===== src/design/pin_mux_pkg.sv =====
/*
  Shared constants for the port A override multiplexer: register
  offsets, reset values and field positions.
  Assumes a 32-bit classic Wishbone bus with byte addresses.
*/
package pin_mux_pkg;

  // ==========================================================
  // geometry
  localparam int PIN_CNT = 8;
  localparam int ADR_W = 8;
  localparam int DAT_W = 32;

  // ==========================================================
  // register byte offsets
  localparam logic [7:0] OFS_DIR = 8'h00;
  localparam logic [7:0] OFS_OUT = 8'h04;
  localparam logic [7:0] OFS_PIN = 8'h08;
  localparam logic [7:0] OFS_MCU_CTRL = 8'h0C;
  localparam logic [7:0] OFS_PC_MASK = 8'h10;
  localparam logic [7:0] OFS_PC_CTRL = 8'h14;
  localparam logic [7:0] OFS_ADC_DDIS = 8'h18;
  localparam logic [7:0] OFS_STATUS = 8'h1C;

  // ==========================================================
  // reset values
  localparam logic [7:0] DIR_RST = 8'h00;
  localparam logic [7:0] OUT_RST = 8'h00;
  localparam logic [7:0] MASK_RST = 8'h00;
  localparam logic [7:0] DDIS_RST = 8'h00;
  localparam logic PULLUP_DIS_RST = 1'h0;
  localparam logic GRP0_RST = 1'h0;
  localparam logic [7:0] BYTE_ZERO = 8'h00;
  localparam logic [31:0] WORD_ZERO = 32'h00000000;

  // ==========================================================
  // field positions
  localparam int PULLUP_DIS_BIT = 0;
  localparam int GRP0_BIT = 0;
  localparam int BYTE_LANE0 = 0;
  localparam int ST_PU_LSB = 0;
  localparam int ST_DRV_LSB = 8;
  localparam int ST_IEN_LSB = 16;
  localparam int ST_PIN_LSB = 24;

endpackage : pin_mux_pkg


===== src/design/port_alternate_function_override.sv =====
/*
  Port A alternate function override block with a Wishbone slave for
  the port registers, the pin-change mask and the digital-disable bits.
  Assumes pads are resolved outside from pad_out_o, pad_oe_o and
  pad_pullup_o, and that the sleep controller drives sleep_clamp_i.
*/
`timescale 1ns/1ns

// Behaviour
// - every pin gets its own override signals
// - pull-up overrides come from owning peripheral
// - pull-up override enable selects override value
// - otherwise pull-up needs dir 0, out 1, disable 0
// - direction override selects driver enable
// - driven level from value override or out bit
// - value override ignores out bit for the driven level
// - input-enable override beats processor state
// - override value keeps input alive in sleep
// - alternate input taken before the synchronizer
// - analog path wired straight to the pad
// - pin n feeds pin-change source n
// - pin n feeds analog converter channel n
// - global pull-up disable kills register pull-ups
// - sleep clamp grounds inputs unless overridden
module port_alternate_function_override (
  input wire logic clk_i,
  input wire logic rst_i,
  input wire logic wb_cyc_i,
  input wire logic wb_stb_i,
  input wire logic wb_we_i,
  input wire logic [pin_mux_pkg::ADR_W-1:0] wb_adr_i,
  input wire logic [3:0] wb_sel_i,
  input wire logic [pin_mux_pkg::DAT_W-1:0] wb_dat_i,
  output logic [pin_mux_pkg::DAT_W-1:0] wb_dat_o,
  output logic wb_ack_o,
  input wire logic sleep_clamp_i,
  input wire logic [pin_mux_pkg::PIN_CNT-1:0] pad_in_i,
  output logic [pin_mux_pkg::PIN_CNT-1:0] pad_out_o,
  output logic [pin_mux_pkg::PIN_CNT-1:0] pad_oe_o,
  output logic [pin_mux_pkg::PIN_CNT-1:0] pad_pullup_o,
  output logic [pin_mux_pkg::PIN_CNT-1:0] pad_input_en_o,
  output logic [pin_mux_pkg::PIN_CNT-1:0] pin_change_in_o,
  output logic [pin_mux_pkg::PIN_CNT-1:0] analog_pad_path_o
);

  // ==========================================================
  // declarations
  localparam int N = pin_mux_pkg::PIN_CNT;

  // port register bits
  logic [N-1:0] dir_bit_r;
  logic [N-1:0] out_bit_r;
  logic [N-1:0] out_bit_nxt;
  logic global_pullup_disable_r;

  // pin-change and analog control bits
  logic [N-1:0] pin_change_mask_bit_r;
  logic pin_change_group0_enable_r;
  logic [N-1:0] analog_digital_disable_bit_r;

  // per-pin override signals from the owning modules
  logic [N-1:0] pullup_override_en;
  logic [N-1:0] pullup_override_val;
  logic [N-1:0] dir_override_en;
  logic [N-1:0] dir_override_val;
  logic [N-1:0] out_value_override_en;
  logic [N-1:0] out_value_override_val;
  logic [N-1:0] input_en_override_en;
  logic [N-1:0] input_en_override_val;

  // per-pin cell results
  logic [N-1:0] pullup_en;
  logic [N-1:0] drive_en;
  logic [N-1:0] drive_val;
  logic [N-1:0] input_en;
  logic [N-1:0] alt_digital_in;

  // port synchronizer for the readable pin value
  logic [N-1:0] pin_meta_r;
  logic [N-1:0] pin_sync_r;

  // bus slave
  logic ack_r;
  logic [pin_mux_pkg::DAT_W-1:0] rd_nxt;
  logic [pin_mux_pkg::DAT_W-1:0] rd_r;
  logic bus_req;
  logic wr_go;
  logic lane0;
  logic [7:0] wr_byte;
  logic [7:0] reg_adr;

  // ==========================================================
  // bus request decode
  assign bus_req = wb_cyc_i && wb_stb_i;
  assign lane0 = wb_sel_i[pin_mux_pkg::BYTE_LANE0];
  assign wr_go = bus_req && wb_we_i && ack_r && lane0; // write lands at the ack edge
  assign wr_byte = wb_dat_i[7:0];
  assign reg_adr = {wb_adr_i[7:2], 2'h0};

  // ==========================================================
  // acknowledge: one cycle after the strobe, dropped the cycle after
  always_ff @(posedge clk_i) begin
    if (rst_i) begin
      ack_r <= 1'h0;
    end else begin
      ack_r <= bus_req && !ack_r;
    end
  end

  // ==========================================================
  // read data mux, unmapped offsets read as zero
  always_comb begin
    rd_nxt = pin_mux_pkg::WORD_ZERO;
    unique case (reg_adr)
      pin_mux_pkg::OFS_DIR: begin
        rd_nxt[7:0] = dir_bit_r;
      end
      pin_mux_pkg::OFS_OUT: begin
        rd_nxt[7:0] = out_bit_r;
      end
      pin_mux_pkg::OFS_PIN: begin
        rd_nxt[7:0] = pin_sync_r;
      end
      pin_mux_pkg::OFS_MCU_CTRL: begin
        rd_nxt[pin_mux_pkg::PULLUP_DIS_BIT] = global_pullup_disable_r;
      end
      pin_mux_pkg::OFS_PC_MASK: begin
        rd_nxt[7:0] = pin_change_mask_bit_r;
      end
      pin_mux_pkg::OFS_PC_CTRL: begin
        rd_nxt[pin_mux_pkg::GRP0_BIT] = pin_change_group0_enable_r;
      end
      pin_mux_pkg::OFS_ADC_DDIS: begin
        rd_nxt[7:0] = analog_digital_disable_bit_r;
      end
      pin_mux_pkg::OFS_STATUS: begin
        rd_nxt[pin_mux_pkg::ST_PU_LSB +: 8] = pad_pullup_o;
        rd_nxt[pin_mux_pkg::ST_DRV_LSB +: 8] = pad_oe_o;
        rd_nxt[pin_mux_pkg::ST_IEN_LSB +: 8] = pad_input_en_o;
        rd_nxt[pin_mux_pkg::ST_PIN_LSB +: 8] = pin_sync_r;
      end
      default: begin
        rd_nxt = pin_mux_pkg::WORD_ZERO;
      end
    endcase
  end

  // read data is captured with the ack and held while it stands
  always_ff @(posedge clk_i) begin
    if (rst_i) begin
      rd_r <= pin_mux_pkg::WORD_ZERO;
    end else if (bus_req && !ack_r) begin
      rd_r <= rd_nxt;
    end
  end

  // ==========================================================
  // direction register
  always_ff @(posedge clk_i) begin
    if (rst_i) begin
      dir_bit_r <= pin_mux_pkg::DIR_RST;
    end else if (wr_go && reg_adr == pin_mux_pkg::OFS_DIR) begin
      dir_bit_r <= wr_byte;
    end
  end

  // ==========================================================
  // output register: direct write, or write ones to pin to toggle
  always_comb begin
    out_bit_nxt = out_bit_r;
    if (wr_go && reg_adr == pin_mux_pkg::OFS_OUT) begin
      out_bit_nxt = wr_byte;
    end else if (wr_go && reg_adr == pin_mux_pkg::OFS_PIN) begin
      out_bit_nxt = out_bit_r ^ wr_byte;
    end
  end

  always_ff @(posedge clk_i) begin
    if (rst_i) begin
      out_bit_r <= pin_mux_pkg::OUT_RST;
    end else begin
      out_bit_r <= out_bit_nxt;
    end
  end

  // ==========================================================
  // control register: global pull-up disable, shared by all pins
  always_ff @(posedge clk_i) begin
    if (rst_i) begin
      global_pullup_disable_r <= pin_mux_pkg::PULLUP_DIS_RST;
    end else if (wr_go && reg_adr == pin_mux_pkg::OFS_MCU_CTRL) begin
      global_pullup_disable_r <= wr_byte[pin_mux_pkg::PULLUP_DIS_BIT];
    end
  end

  // ==========================================================
  // pin-change mask bits
  always_ff @(posedge clk_i) begin
    if (rst_i) begin
      pin_change_mask_bit_r <= pin_mux_pkg::MASK_RST;
    end else if (wr_go && reg_adr == pin_mux_pkg::OFS_PC_MASK) begin
      pin_change_mask_bit_r <= wr_byte;
    end
  end

  // pin-change group 0 enable
  always_ff @(posedge clk_i) begin
    if (rst_i) begin
      pin_change_group0_enable_r <= pin_mux_pkg::GRP0_RST;
    end else if (wr_go && reg_adr == pin_mux_pkg::OFS_PC_CTRL) begin
      pin_change_group0_enable_r <= wr_byte[pin_mux_pkg::GRP0_BIT];
    end
  end

  // ==========================================================
  // analog digital-disable bits
  always_ff @(posedge clk_i) begin
    if (rst_i) begin
      analog_digital_disable_bit_r <= pin_mux_pkg::DDIS_RST;
    end else if (wr_go && reg_adr == pin_mux_pkg::OFS_ADC_DDIS) begin
      analog_digital_disable_bit_r <= wr_byte;
    end
  end

  // ==========================================================
  // per-pin override generation and cells
  generate
    for (genvar i = 0; i < N; i++) begin : g_pin
      // analog converter channel owns no pull, dir or value override
      assign pullup_override_en[i] = 1'h0;
      assign pullup_override_val[i] = 1'h0;
      assign dir_override_en[i] = 1'h0;
      assign dir_override_val[i] = 1'h0;
      assign out_value_override_en[i] = 1'h0;
      assign out_value_override_val[i] = 1'h0;

      // pin-change source keeps the input on, analog disable turns it off
      assign input_en_override_val[i] =
        pin_change_mask_bit_r[i] && pin_change_group0_enable_r;
      assign input_en_override_en[i] =
        input_en_override_val[i] || analog_digital_disable_bit_r[i];

      // one cell per pin, no override signal is shared
      pin_override_cell u_cell (
        .dir_bit_i(dir_bit_r[i]),
        .out_bit_i(out_bit_r[i]),
        .global_pullup_disable_i(global_pullup_disable_r),
        .sleep_clamp_i(sleep_clamp_i),
        .pullup_override_en_i(pullup_override_en[i]),
        .pullup_override_val_i(pullup_override_val[i]),
        .dir_override_en_i(dir_override_en[i]),
        .dir_override_val_i(dir_override_val[i]),
        .out_value_override_en_i(out_value_override_en[i]),
        .out_value_override_val_i(out_value_override_val[i]),
        .input_en_override_en_i(input_en_override_en[i]),
        .input_en_override_val_i(input_en_override_val[i]),
        .pad_in_i(pad_in_i[i]),
        .pullup_en_o(pullup_en[i]),
        .drive_en_o(drive_en[i]),
        .drive_val_o(drive_val[i]),
        .input_en_o(input_en[i]),
        .alt_digital_in_o(alt_digital_in[i])
      );
    end
  endgenerate

  // ==========================================================
  // pad control outputs, registered; tri-stated while in reset
  always_ff @(posedge clk_i) begin
    if (rst_i) begin
      pad_oe_o <= pin_mux_pkg::BYTE_ZERO;
      pad_out_o <= pin_mux_pkg::BYTE_ZERO;
    end else begin
      pad_oe_o <= drive_en;
      pad_out_o <= drive_val;
    end
  end

  // pull-up and input enable toward the pad
  always_ff @(posedge clk_i) begin
    if (rst_i) begin
      pad_pullup_o <= pin_mux_pkg::BYTE_ZERO;
      pad_input_en_o <= pin_mux_pkg::BYTE_ZERO;
    end else begin
      pad_pullup_o <= pullup_en;
      pad_input_en_o <= input_en;
    end
  end

  // ==========================================================
  // port synchronizer for software reads of the pin
  always_ff @(posedge clk_i) begin
    if (rst_i) begin
      pin_meta_r <= pin_mux_pkg::BYTE_ZERO;
      pin_sync_r <= pin_mux_pkg::BYTE_ZERO;
    end else begin
      pin_meta_r <= alt_digital_in;
      pin_sync_r <= pin_meta_r;
    end
  end

  // ==========================================================
  // unsynchronized paths: pin-change sources and analog channels
  assign pin_change_in_o = alt_digital_in;
  assign analog_pad_path_o = pad_in_i;

  // bus outputs
  assign wb_ack_o = ack_r;
  assign wb_dat_o = rd_r;

endmodule : port_alternate_function_override


===== src/design/pin_override_cell.sv =====
/*
  One pin's override cell: merges the port register bits with the
  override enables and values of the owning peripheral.
  Assumes all inputs are synchronous levels; purely combinational.
*/
`timescale 1ns/1ns

module pin_override_cell (
  input wire logic dir_bit_i,
  input wire logic out_bit_i,
  input wire logic global_pullup_disable_i,
  input wire logic sleep_clamp_i,
  input wire logic pullup_override_en_i,
  input wire logic pullup_override_val_i,
  input wire logic dir_override_en_i,
  input wire logic dir_override_val_i,
  input wire logic out_value_override_en_i,
  input wire logic out_value_override_val_i,
  input wire logic input_en_override_en_i,
  input wire logic input_en_override_val_i,
  input wire logic pad_in_i,
  output logic pullup_en_o,
  output logic drive_en_o,
  output logic drive_val_o,
  output logic input_en_o,
  output logic alt_digital_in_o
);

  // ==========================================================
  // pull-up selection
  always_comb begin
    if (pullup_override_en_i) begin
      pullup_en_o = pullup_override_val_i;
    end else begin
      pullup_en_o = !dir_bit_i && out_bit_i && !global_pullup_disable_i;
    end
  end

  // ==========================================================
  // output driver enable and driven level
  assign drive_en_o = dir_override_en_i ? dir_override_val_i : dir_bit_i;
  assign drive_val_o = out_value_override_en_i ? out_value_override_val_i : out_bit_i;

  // ==========================================================
  // digital input enable, sleep clamp grounds the input otherwise
  assign input_en_o = input_en_override_en_i ? input_en_override_val_i : !sleep_clamp_i;

  // taken after the input buffer, before any synchronizer
  assign alt_digital_in_o = pad_in_i && input_en_o;

endmodule : pin_override_cell


===== config.mk =====
export PLATFORM = sky130hd
export DESIGN_NAME = port_alternate_function_override
export DESIGN_NICKNAME = d
export VERILOG_FILES = /design/src/design/pin_mux_pkg.sv /design/src/design/port_alternate_function_override.sv /design/src/design/pin_override_cell.sv
export SDC_FILE = /design/constraint.sdc
export NUM_CORES = 1
export LEC_CHECK = 0
export BUFFER_PORTS_ARGS = -buffer_cell sky130_fd_sc_hd__buf_2
export CAP_MARGIN = 20
export CORE_MARGIN = 2
export CORE_UTILIZATION = 40
export DETAILED_ROUTE_END_ITERATION = 8
export HOLD_SLACK_MARGIN = 0.08
export MAX_ROUTING_LAYER = met4
export SKIP_LAST_GASP = 1
export SLEW_MARGIN = 20
export SYNTH_ARGS = -nofsm -noshare
export SYNTH_HDL_FRONTEND = slang
export SYNTH_SLANG_ARGS = --single-unit

===== constraint.sdc =====
create_clock -name clk_i -period 1.88 [get_ports clk_i]
set_input_delay 0.282 -clock clk_i [delete_from_list [all_inputs] [get_ports clk_i]]
set_output_delay 0.282 -clock clk_i [all_outputs]
set_load 0.1 [all_outputs]

==> reports/qor.txt <==
Final Cycle Share: 98.9%
# Max-Cap Violations: 0
Starting Density: 40.9%
prevailing post-synth register cell: dfxtp_1
Initial DRC Count: 191
core box area: 11400 µm²
leading area contributor after synthesis: dfxtp_1
clk_lat worst skew: 0.41 ns
commonest non-fill, non-tap cell in the layout: dfxtp_1
RSZ-0062 raised after global routing: false
Yosys reg bits: 115
DIE AREA: 12500 µm²
Nets: 631
final hold vios: 0
sequential share of the synthesized area: 49.5%
area delta synth->final: 29.2%
Layout Skew: 0.00598 ns
setup tns final: 0 ns
Cells after Synth: 474
layout cell share with drive strength beyond 1: 31.1%
clk slew on worst S/H paths: 0.06 ns
Yosys Warn Count: 0
synth top area cells: dfxtp_1 50%, mux2i_1 5.8%, nor2b_1 4.7%
Final Setup Violations: 0
highest clock rate: 538 MHz
syn_nets: 532
async set-or-reset flop fraction in the synthesized netlist: 0%
Rel. slew slack: 67.4%
synthesized area per cell: 9.81 µm²
grt ovf: 0
status: finished clean
post-synthesis cell type count: 46
RD Place Congestion: 0.881
drt wl/cell: 16.4 µm
fin util: 52.8%
Req. time, crit path: 1.60 ns
minimum clock period: 1.86 ns
CTS tree: done
H-tree depth: 4
final wirelength: 11900 µm
Mapped Area: 4650 µm²
Max FO, Critical Path: 10
Top delay family on crit path: flip-flops
Slew Viols, Final: 0
Synth top area share: 49.5%
FP Rows: 39
leak pwr: 2.66 nW
IO Count: 139
Detail Route Antenna Nets: 0
PwrDens: 1040 nW/µm²
clock root buffer: clkbuf_16
Critical Path Source Type: register
largest net degree at the start of global routing: 40
# diodes: 0
postcts setup bufs: 0
worst hold path type: input port to register
crit path cell chain: nand2_1 -> o21ai_1 -> and2_1 -> buf_12
Clock Path Buffers: 2
worst slew pin tran: 0.487 ns
most frequent cells in the layout: 113 x dfxtp_1, 101 x buf_2, 36 x nand2_1
dpl hpwl: 8600 µm
via count: 3726
DRC errors left: 0
first-pass iteration count of the detailed router: 4
clock sinks: 115
Buf/Inv on CP: 1
CP Class: register to output port
nature of the critical path endpoint: output port
Die X: 112 µm
post-DR vias/cell: 5.11
vias in the first global route: 3597
first-pass GRT wire length: 18900 µm
Critical Path Max Stage Delay: 0.43 ns
CP arrival: 1.58 ns
number of buffers added on ports: 109
Num CTS Buffers: 17
GRT Util Overall: 20.2%
antenna violations before repair: 0
Die H: 112 µm
CP max-delay cell: dfxtp_4
VDD IR max: 0.557 mV
Post-synth EDFFs: 0
==> per-layer routing <==
| metal | up-vias | global-route usage, % | wire [µm] |
|---|---|---|---|
| met3 | 19 | 4.08 | 622 |
| met1 | 1755 | 24.7 | 5250 |
| met5 | - | - | 0 |
| li1 | 1834 | - | - |
| met4 | 0 | 8.81 | 238 |
| met2 | 118 | 32.4 | 5830 |
==> layout make-up <==
| type | instances | area, µm² |
|---|---|---|
| clock buffers | 18 | 439 |
| clock inverters | 14 | 155 |
| fillers | 1049 | 5360 |
| inverters | 17 | 63.8 |
| multi-input cells | 294 | 2030 |
| flip-flops and latches | 115 | 2310 |
| well taps | 143 | 179 |
| repair buffers | 128 | 833 |
==> per-stage QoR <==
stage,setup WS [ns],hold slack (ns),std cells,cell area [µm²],power [mW]
3_3_place_gp,0.123,0.416,697,5410,3.13
6_report,0.0199,0.131,729,6010,6.25
5_1_grt,0.00551,0.142,729,6010,6.44
4_1_cts,0.0261,0.124,729,6010,6.31
3_5_place_dp,0.0950,0.422,697,5410,3.13
2_1_floorplan,0.0350,0.414,474,4650,2.97
==> path summary, 6_finish.rpt <==
path	from	endpoint	slack, ns	depth (start not counted)
hold / removal	rst_i	analog_digital_disable_bit_r[0]	0.13	2
setup / recovery	pin_change_group0_enable_r	pin_change_in_o[2]	0.02	4
hold reg to reg	pin_meta_r[4]	pin_sync_r[4]	0.43	1
setup reg to reg	wb_ack_o	dir_bit_r[6]	0.12	5
==> worst reg2reg max path, delay by kind of cell (launching register included) <==
family	cells	cell delay (ns)
buffers and inverters	1	0.20
DFF	1	0.35
and+or+nand+nor	3	0.96
muxes	1	0.18
==> power by group <==
group          switching, mW  internal (mW)  total (mW)
registers             0.0158           2.46        2.48
clock network           1.18           2.00        3.18
logic                  0.445          0.150       0.595
==> state kept, by name, indices dropped and copies added, names as in the netlist <==
signal                        count
analog_digital_disable_bit_r      8
dir_bit_r                         8
global_pullup_disable_r           1
out_bit_r                         8
pad_input_en_o                    8
pad_oe_o                          8
pad_out_o                         8
pad_pullup_o                      8
pin_change_group0_enable_r        1
pin_change_mask_bit_r             8
pin_meta_r                        8
pin_sync_r                        8
wb_ack_o                          1
wb_dat_o                         32
==> Yosys cell counts (2+ instances only) <==
library cell / instances
nor3b_1: 9
a21oi_1: 32
and2_1: 10
buf_2: 7
nand2_1: 36
nand2b_1: 25
nand3_1: 23
nor2b_1: 35
nor4b_1: 2
mux2i_1: 27
clkbuf_1: 23
a31oi_1: 3
nor2_1: 19
a211oi_1: 6
dfxtp_1: 115
nor3_4: 2
nand3b_1: 4
a2111o_1: 8
nand4_4: 2
o21ai_0: 12
buf_4: 17
a221oi_1: 4
and4_1: 2
inv_1: 17
mux4_2: 6
o311ai_0: 7
mux2_2: 2
==> kinds of logic (layout without fill, tap and decap cells) <==
logic type | count (synthesis) | count (layout) | synth area share (%)
AO/OA/AOI/OAI | 80 | 80 | 11.6
AND/OR/NAND/NOR | 179 | 179 | 22.7
buffers and inverters | 65 | 177 | 6.97
flip-flops | 115 | 115 | 49.5
multiplexers | 35 | 35 | 9.20
==> timing repair <==
item | CTS | global route
cloned | 0 | 0
hold buffers | 0 | 0
setup endpoints to repair | 8 | 1
resized for setup | 4 | 1
Note: power is estimated with default switching activity, not from simulation.
